<file path="config.mk">
export PLATFORM = sky130hd
export DESIGN_NAME = dzdq_dequantizer
export DESIGN_NICKNAME = d
export VERILOG_FILES = /design/src/dzdq_pkg.sv /design/src/dzdq_stream_if.sv /design/src/dzdq_dequantizer.sv /design/src/dzdq_skid_buffer.sv
export SDC_FILE = /design/constraint.sdc
export NUM_CORES = 2
export LEC_CHECK = 0
export BUFFER_PORTS_ARGS = -buffer_cell sky130_fd_sc_hd__buf_4
export CORE_MARGIN = 4
export CORE_UTILIZATION = 58
export CTS_CLUSTER_DIAMETER = 60
export CTS_CLUSTER_SIZE = 12
export DETAILED_ROUTE_END_ITERATION = 10
export HOLD_SLACK_MARGIN = 0.05
export PLACE_DENSITY = 0.78
export SYNTH_ARGS = -nofsm -noshare
export SYNTH_HDL_FRONTEND = slang
export SYNTH_SLANG_ARGS = --single-unit
</file>
<file path="constraint.sdc">
create_clock -name clk_in -period 13.85 [get_ports clk_in]
set_clock_uncertainty 0.15 [all_clocks]
set_input_delay 0.6925 -clock clk_in [delete_from_list [all_inputs] [get_ports clk_in]]
set_output_delay 0.6925 -clock clk_in [all_outputs]
set_load 0.1 [all_outputs]
</file>
<file path="src/dzdq_pkg.sv">
// constants and types shared by the deadzone dequantizer files
// assumes a single clock domain and a parser that supplies fixed-point operands
package dzdq_pkg;

  // ---------------------------------------------------------------
  // fixed-point format of the deadzone factor
  // ---------------------------------------------------------------
  localparam int unsigned FACTOR_FRAC  = 15;
  localparam int unsigned FACTOR_W     = 16;
  localparam logic signed [FACTOR_W-1:0] FACTOR_RESET = 16'sh0000;
  localparam logic [FACTOR_W:0] FACTOR_ONE = 17'h08000;

  // ---------------------------------------------------------------
  // default datapath sizes
  // ---------------------------------------------------------------
  localparam int unsigned DEF_BANDS    = 64;
  localparam int unsigned DEF_INDEX_W  = 16;
  localparam int unsigned DEF_STEP_W   = 16;
  localparam int unsigned DEF_PLANE_W  = 4;

  // ---------------------------------------------------------------
  // how the deadzone factors are signalled
  // ---------------------------------------------------------------
  typedef enum logic [1:0] {
    DZDQ_MODE_ABSENT,
    DZDQ_MODE_EXPOUNDED,
    DZDQ_MODE_DERIVED
  } dzdq_mode_t;

endpackage : dzdq_pkg

</file>
<file path="src/dzdq_stream_if.sv">
// valid/ready stream carrier between the dequantizer and its output buffer
// assumes both ends share one clock
`timescale 1ns/1ps
`default_nettype none

interface dzdq_stream_if #(
  parameter int unsigned WIDTH = 8
);
  logic             valid;
  logic             ready;
  logic [WIDTH-1:0] data;

  modport src (output valid, output data, input ready);
  modport snk (input valid, input data, output ready);
endinterface : dzdq_stream_if

`default_nettype wire

</file>
<file path="src/dzdq_dequantizer.sv">
// deadzone scalar dequantizer for irreversible wavelet coefficients
// assumes a parser that loads per-subband factors and streams indices,
// and a synthesis stage that drains reconstructed values with valid/ready
`timescale 1ns/1ps
`default_nettype none

// Overview of operation
// - deadzone width is two times (one minus factor) times the step size
// - factor equals signed numerator divided by two to the fifteenth
// - expounded uses each subband's factor; derived uses the lowpass factor everywhere
// - without extended quantization markers the factor is zero for all subbands
// - nonzero index: step times (index plus scaled rounding minus factor), signs mirrored
// - variable deadzone applies only to irreversible filters, never to the reversible path
module dzdq_dequantizer #(
  parameter int unsigned NUM_BANDS = dzdq_pkg::DEF_BANDS,
  parameter int unsigned INDEX_W   = dzdq_pkg::DEF_INDEX_W,
  parameter int unsigned STEP_W    = dzdq_pkg::DEF_STEP_W,
  parameter int unsigned PLANE_W   = dzdq_pkg::DEF_PLANE_W,
  parameter int unsigned BAND_W    = $clog2(NUM_BANDS),
  parameter int unsigned VAL_W     = INDEX_W + dzdq_pkg::FACTOR_FRAC + (1 << PLANE_W) + 2,
  parameter int unsigned COEF_W    = VAL_W + STEP_W + 1
) (
  // clock, reset, enable
  input  wire logic                          clk_in,
  input  wire logic                          reset_in,
  input  wire logic                          ce_in,
  // component configuration
  input  wire dzdq_pkg::dzdq_mode_t          mode_in,
  input  wire logic                          irreversible_in,
  // factor loading
  input  wire logic                          factor_write_in,
  input  wire logic [BAND_W-1:0]             factor_band_in,
  input  wire logic signed [dzdq_pkg::FACTOR_W-1:0] deadzone_numerator_in,
  // index stream
  input  wire logic                          index_valid_in,
  output logic                               index_ready_out,
  input  wire logic signed [INDEX_W-1:0]     index_in,
  input  wire logic [BAND_W-1:0]             band_in,
  input  wire logic [STEP_W-1:0]             step_in,
  input  wire logic [dzdq_pkg::FACTOR_FRAC-1:0] rounding_in,
  input  wire logic [PLANE_W-1:0]            undecoded_planes_in,
  // reconstructed stream
  output logic                               coef_valid_out,
  input  wire logic                          coef_ready_in,
  output logic signed [COEF_W-1:0]           reconstructed_coefficient_out
);

  localparam int unsigned FW   = dzdq_pkg::FACTOR_W;
  localparam int unsigned FRAC = dzdq_pkg::FACTOR_FRAC;

  typedef struct packed {
    logic [NUM_BANDS-1:0][FW-1:0] factor;
  } dzdq_state_t;

  dzdq_state_t              state;
  dzdq_state_t              next_state;
  logic signed [FW-1:0]     deadzone_factor;
  logic signed [FW-1:0]     lowpass_deadzone_factor;
  logic [INDEX_W:0]         magnitude;
  logic signed [VAL_W-1:0]  v_mag;
  logic signed [VAL_W-1:0]  v_rnd;
  logic signed [VAL_W-1:0]  v_fac;
  logic signed [VAL_W-1:0]  level;
  logic signed [COEF_W-1:0] product;
  logic signed [COEF_W-1:0] coef;
  logic signed [COEF_W-1:0] half_deadzone;
  logic                     push;

  dzdq_stream_if #(.WIDTH(COEF_W)) to_buf ();
  dzdq_stream_if #(.WIDTH(COEF_W)) from_buf ();

  // ---------------------------------------------------------------
  // factor table
  // ---------------------------------------------------------------
  always_comb begin
    next_state = state;
    if (factor_write_in) begin
      next_state.factor[factor_band_in] = deadzone_numerator_in;
    end
  end

  always_ff @(posedge clk_in) begin
    if (reset_in) begin
      for (int i = 0; i < NUM_BANDS; i++) begin
        state.factor[i] <= dzdq_pkg::FACTOR_RESET;
      end
    end else if (ce_in) begin
      state <= next_state;
    end
  end

  // ---------------------------------------------------------------
  // factor selection
  // ---------------------------------------------------------------
  assign lowpass_deadzone_factor = $signed(state.factor[0]);

  always_comb begin
    deadzone_factor = dzdq_pkg::FACTOR_RESET;
    if (irreversible_in) begin
      unique case (mode_in)
        dzdq_pkg::DZDQ_MODE_EXPOUNDED: deadzone_factor = $signed(state.factor[band_in]);
        dzdq_pkg::DZDQ_MODE_DERIVED:   deadzone_factor = lowpass_deadzone_factor;
        dzdq_pkg::DZDQ_MODE_ABSENT:    deadzone_factor = dzdq_pkg::FACTOR_RESET;
        default:                       deadzone_factor = dzdq_pkg::FACTOR_RESET;
      endcase
    end
  end

  // ---------------------------------------------------------------
  // reconstruction, all terms carry FRAC fractional bits
  // ---------------------------------------------------------------
  always_comb begin
    magnitude = index_in[INDEX_W-1] ? (INDEX_W+1)'(-$signed({index_in[INDEX_W-1], index_in}))
                                    : {1'b0, index_in};
    v_mag   = VAL_W'({magnitude, {FRAC{1'b0}}});
    v_rnd   = VAL_W'(rounding_in) <<< undecoded_planes_in;
    v_fac   = VAL_W'(deadzone_factor);
    level   = v_mag + v_rnd - v_fac;
    product = COEF_W'(level) * COEF_W'($signed({1'b0, step_in}));
    if (index_in == '0) begin
      coef = '0;
    end else if (index_in[INDEX_W-1]) begin
      coef = -product;
    end else begin
      coef = product;
    end
    // half of the deadzone width: (one minus factor) times step
    half_deadzone = COEF_W'($signed({1'b0, dzdq_pkg::FACTOR_ONE}) - (FW+2)'(deadzone_factor))
                    * COEF_W'($signed({1'b0, step_in}));
  end

  // ---------------------------------------------------------------
  // output buffer
  // ---------------------------------------------------------------
  assign to_buf.valid   = index_valid_in;
  assign to_buf.data    = coef;
  assign index_ready_out = to_buf.ready;
  assign push           = to_buf.valid && to_buf.ready;

  dzdq_skid_buffer #(
    .WIDTH(COEF_W)
  ) u_buffer (
    .clk_in  (clk_in),
    .reset_in(reset_in),
    .ce_in   (ce_in),
    .fill    (to_buf),
    .drain   (from_buf)
  );

  assign coef_valid_out                = from_buf.valid;
  assign from_buf.ready                = coef_ready_in;
  assign reconstructed_coefficient_out = $signed(from_buf.data);
endmodule : dzdq_dequantizer

`default_nettype wire

</file>
<file path="src/dzdq_skid_buffer.sv">
// two-entry buffer with valid/ready on both sides and registered data out
// assumes clk_in, synchronous active-high reset_in and a clock enable
`timescale 1ns/1ps
`default_nettype none

module dzdq_skid_buffer #(
  parameter int unsigned WIDTH = 8
) (
  // clock, reset, enable
  input  wire logic clk_in,
  input  wire logic reset_in,
  input  wire logic ce_in,
  // streams
  dzdq_stream_if.snk fill,
  dzdq_stream_if.src drain
);

  typedef struct packed {
    logic [WIDTH-1:0] head;
    logic [WIDTH-1:0] tail;
    logic [1:0]       count;
  } dzdq_buf_state_t;

  dzdq_buf_state_t state;
  dzdq_buf_state_t next_state;
  logic            push;
  logic            pop;

  assign fill.ready  = ce_in && (state.count != 2'h2);
  assign drain.valid = ce_in && (state.count != 2'h0);
  assign drain.data  = state.head;
  assign push        = fill.valid && fill.ready;
  assign pop         = drain.valid && drain.ready;

  // ---------------------------------------------------------------
  // occupancy update
  // ---------------------------------------------------------------
  always_comb begin
    next_state = state;
    unique case ({push, pop})
      2'b10: begin
        if (state.count == 2'h0) begin
          next_state.head = fill.data;
        end else begin
          next_state.tail = fill.data;
        end
        next_state.count = state.count + 2'h1;
      end
      2'b01: begin
        next_state.head  = state.tail;
        next_state.count = state.count - 2'h1;
      end
      2'b11: begin
        // one in, one out: the head moves on
        next_state.head = (state.count == 2'h1) ? fill.data : state.tail;
        next_state.tail = fill.data;
      end
      2'b00: begin
      end
    endcase
  end

  always_ff @(posedge clk_in) begin
    if (reset_in) begin
      state <= '0;
    end else if (ce_in) begin
      state <= next_state;
    end
  end
endmodule : dzdq_skid_buffer

`default_nettype wire

</file>
==> PnR_summary.wiki <==
{| class="wikitable"
! Metric !! Value
|-
| Hold Path Depth || 3
|-
| Top-Level Pins || 156
|-
| Synthesized area || 82,020 um^2
|-
| Worst setup slack for register-to-register paths || 0.73 ns
|-
| Post-synthesis adder-cell area fraction || 0.2116
|-
| # H-tree levels || 3
|-
| Largest net degree at the start of global routing || 232
|-
| Placeable core region || 140,000 um^2
|-
| Die H || 384.0 um
|-
| Effective utilization at floorplan || 0.5856
|-
| Yosys reg bits || 1,158
|-
| Routed vias || 71,390
|-
| Clk Latency, worst-skew pair || 0.78 ns
|-
| Max Cap Violations || 1
|-
| Clk Tree Root Cell || clkbuf_16
|-
| Largest family of logic cells by synthesized area || adder cells
|-
| DRC Markers || 0
|-
| Net count reported at finish || 10,940
|-
| Fmax || 75.50 MHz
|-
| Fraction of synthesized cell area taken by the top area cell type || 0.2827
|-
| Failing checks || max-capacitance violations, max-slew violations
|-
| Global routing usage summed across all routing layers || 0.3458
|-
| RSZ-0062 raised after global routing || no
|-
| Most Frequent Cell on Critical Path || fa_1
|-
| Area grow syn2layout || 10.33%
|-
| Final setup margin || 0.6057 ns
|-
| Number of different library cells in the post-synthesis netlist || 95
|-
| Per-instance average area after synthesis || 8.356 um^2
|-
| Count of buffers inserted at the top-level ports || 155
|-
| Pre-CTS WS || -0.3137 ns
|-
| Post-DP HPWL || 182,400 um
|-
| Worst R2R Path Depth || 48
|-
| Average detailed-routed wire length per instance || 21.74 um
|-
| Share of the synthesized area in compound gates (AO/OA/AOI/OAI) || 0.1183
|-
| Wire length of the first global-routing pass || 402,800 um
|-
| Clock-pin slew of the registers on the worst-case setup and hold paths || 0.06 ns
|-
| Period minus WS final || 13.24 ns
|-
| Status || complete, but fails checks
|-
| Filler instances || 11,330
|-
| Max-slew violation count || 17
|-
| Worst slew margin relative to its limit || -0.04027
|-
| Gate Count Post-Synth || 9,815
|-
| Cell type with the largest total area after synthesis || dfxtp_1
|-
| Arr. time, crit path || 13.69 ns
|-
| Proportion of synthesized chip area in sequential cells || 0.2827
|-
| DIE WIDTH || 384.0 um
|-
| Count of flip-flops with a built-in enable after synthesis || 0
|-
| Startpoint type of the worst setup path || input pin
|-
| Number of core rows || 137
|-
| Mux cell area share after synthesis || 0.09840
|-
| Warning count from the yosys run || 0
|-
| Cell types occupying the most area after synthesis || dfxtp_1 28%, fa_1 18%, nand2_1 13%, mux4_2 9.2%, a21oi_1 7.4%
|-
| Clock tree from TritonCTS || yes
|-
| Number of clock buffers inserted by TritonCTS || 110
|-
| Vias in the first global route || 72,720
|-
| Critical Path Slowest Stage Cell || or4b_4
|-
| Hold bufs inserted after CTS || 0
|-
| Min-delay worst type || input pin to flop
|-
| Post-route clock period utilization || 0.9563
|-
| Pin slew with the least headroom to its limit || 1.555 ns
|-
| Total congestion overflow || 0
|-
| Crit-path max cell delay || 0.59 ns
|-
| Initial antenna violation count || 11
|-
| Wirelength, routed || 256,500 um
|-
| Critical path endpoint category || flop
|-
| CP max FO || 20
|-
| Total of endpoints with negative setup slack in the final report || 0
|-
| Data required time at the worst endpoint || 14.30 ns
|-
| RD Place Congestion || 0.9820
|-
| Worst hold slack || 0.1847 ns
|-
| Longest Clk Path Bufs || 3
|-
| Category of the critical setup timing path || input pin to flop
|-
| Area of the die || 147,500 um^2
|-
| Most instantiated flip-flop cell in the synthesis netlist || dfxtp_1
|-
| Post-DRT Antenna Nets || 0
|-
| 1st-iter DRT viols || 7,711
|-
| XOR/XNOR Fraction of Synth Area || 0.01762
|-
| 1st-pass router iterations || 8
|-
| Routed via count divided by cell count || 6.050
|-
| Post-synthesis share of cell area spent on and, or, nand and nor gates || 0.1899
|-
| Sinks on Clock Net || 1,158
|-
| Endpoints failing hold || 0
|-
| Share of post-route cells with drive strength above 1 || 0.1295
|-
| Post-synthesis async set-or-reset flop share || 0
|}
cells in the mapped netlist (11+ instances only):
cell type     n
nor3_1       84
mux4_2      336
o21ai_0     163
and2_1      278
nand2_1    2814
or3_1        17
buf_1        34
clkbuf_1    657
buf_2        13
ha_1        227
nor2_1      288
xor2_1       62
inv_1       930
o21a_1       13
o211ai_1     14
a22o_1       33
fa_1        722
and3_1       25
a21o_1       46
mux2i_1      39
nor4_1       11
dfxtp_1    1158
nand2b_1     26
a221oi_1     32
a211oi_1     24
o31ai_1      18
xnor2_1     103
nor2b_1      42
buf_4        66
a21oi_1    1219
nand3_1      44
nand4_1      32
o21bai_1     27
a31oi_1      11
final cells by class:
cell class | instances | area (um^2) | area share
diodes | 7 | 17.52 | 0.0001936
clock buffers | 116 | 2805 | 0.03100
clock inverters | 15 | 240.2 | 0.002655
inverters | 934 | 3506 | 0.03874
multi-input cells | 6952 | 52310 | 0.5781
flip-flops and latches | 1158 | 23180 | 0.2562
well taps | 1876 | 2347 | 0.02594
repair buffers | 743 | 6081 | 0.06720
layout by cell type (no fill, tap or decap), types with 160 or more instances in the layout:
cell type and n:
a21oi_1 1216, and2_1 278, buf_4 699, dfxtp_1 1158, fa_1 722, ha_1 227
inv_1 930, mux4_2 336, nand2_1 2814, nor2_1 286, o21ai_0 160
logic make-up (layout without fill, tap and decap cells):
kind of cell,count (synthesis),in the layout
other cells,2,10
flops,1158,1158
xor+xnor,165,165
mux,385,385
buf+inv,1706,1808
fa+ha+maj,955,955
simple gates,3727,3727
compound gates,1717,1717
state kept, by name, indices dropped and copies added, names as in the netlist:
signal                   flops
lowpass_deadzone_factor     16
state                     1008
u_buffer.drain.data         66
u_buffer.state              68
stage by stage:
| stage | setup TNS [ns] | utilization | area, um^2 | instances |
|---|---|---|---|---|
| 2_1_floorplan | 0 | - | 82050 | 9816 |
| 3_3_place_gp | -0.06173 | 0.6237 | 87340 | 11660 |
| 4_1_cts | 0 | 0.6454 | 90390 | 11790 |
| 6_report | 0 | 0.6462 | 90490 | 11800 |
| 5_1_grt | 0 | 0.6461 | 90480 | 11800 |
| 3_5_place_dp | -3.071 | 0.6237 | 87340 | 11660 |
critical path, delay by kind of cell:
| kind | cells | cell delay [ns] |
|---|---|---|
| compound gates | 17 | 3.95 |
| fa+ha+maj | 9 | 3.88 |
| mux | 4 | 1.93 |
| buf+inv | 11 | 1.51 |
| simple gates | 6 | 1.50 |
| xor+xnor | 1 | 0.18 |
layer usage:
| layer | part of all wire | global-route usage |
|---|---|---|
| met1 | 0.36 | 0.4153 |
| met2 | 0.47 | 0.5675 |
| met3 | 0.097 | 0.07443 |
| met4 | 0.071 | 0.2168 |
| met5 | 0.00031 | 0 |
what timing repair did:
item / 4_1_cts / 5_1_grt
gates resized for setup: 0 / 19
setup buffers: 0 / 0
setup endpoints to repair: 0 / 34
final timing paths:
path / start / to
worst min-delay path: deadzone_numerator_in[11] / state[731]
worst max-delay path: band_in[0] / u_buffer.drain.data[61]
worst min register to register: u_buffer.drain.data[34] / u_buffer.drain.data[34]
worst max register to register: state[896] / u_buffer.drain.data[61]
Power is left out: the tool's default activity adds up to more than one toggle a clock period on the data nets, which glitch-free logic cannot reach.
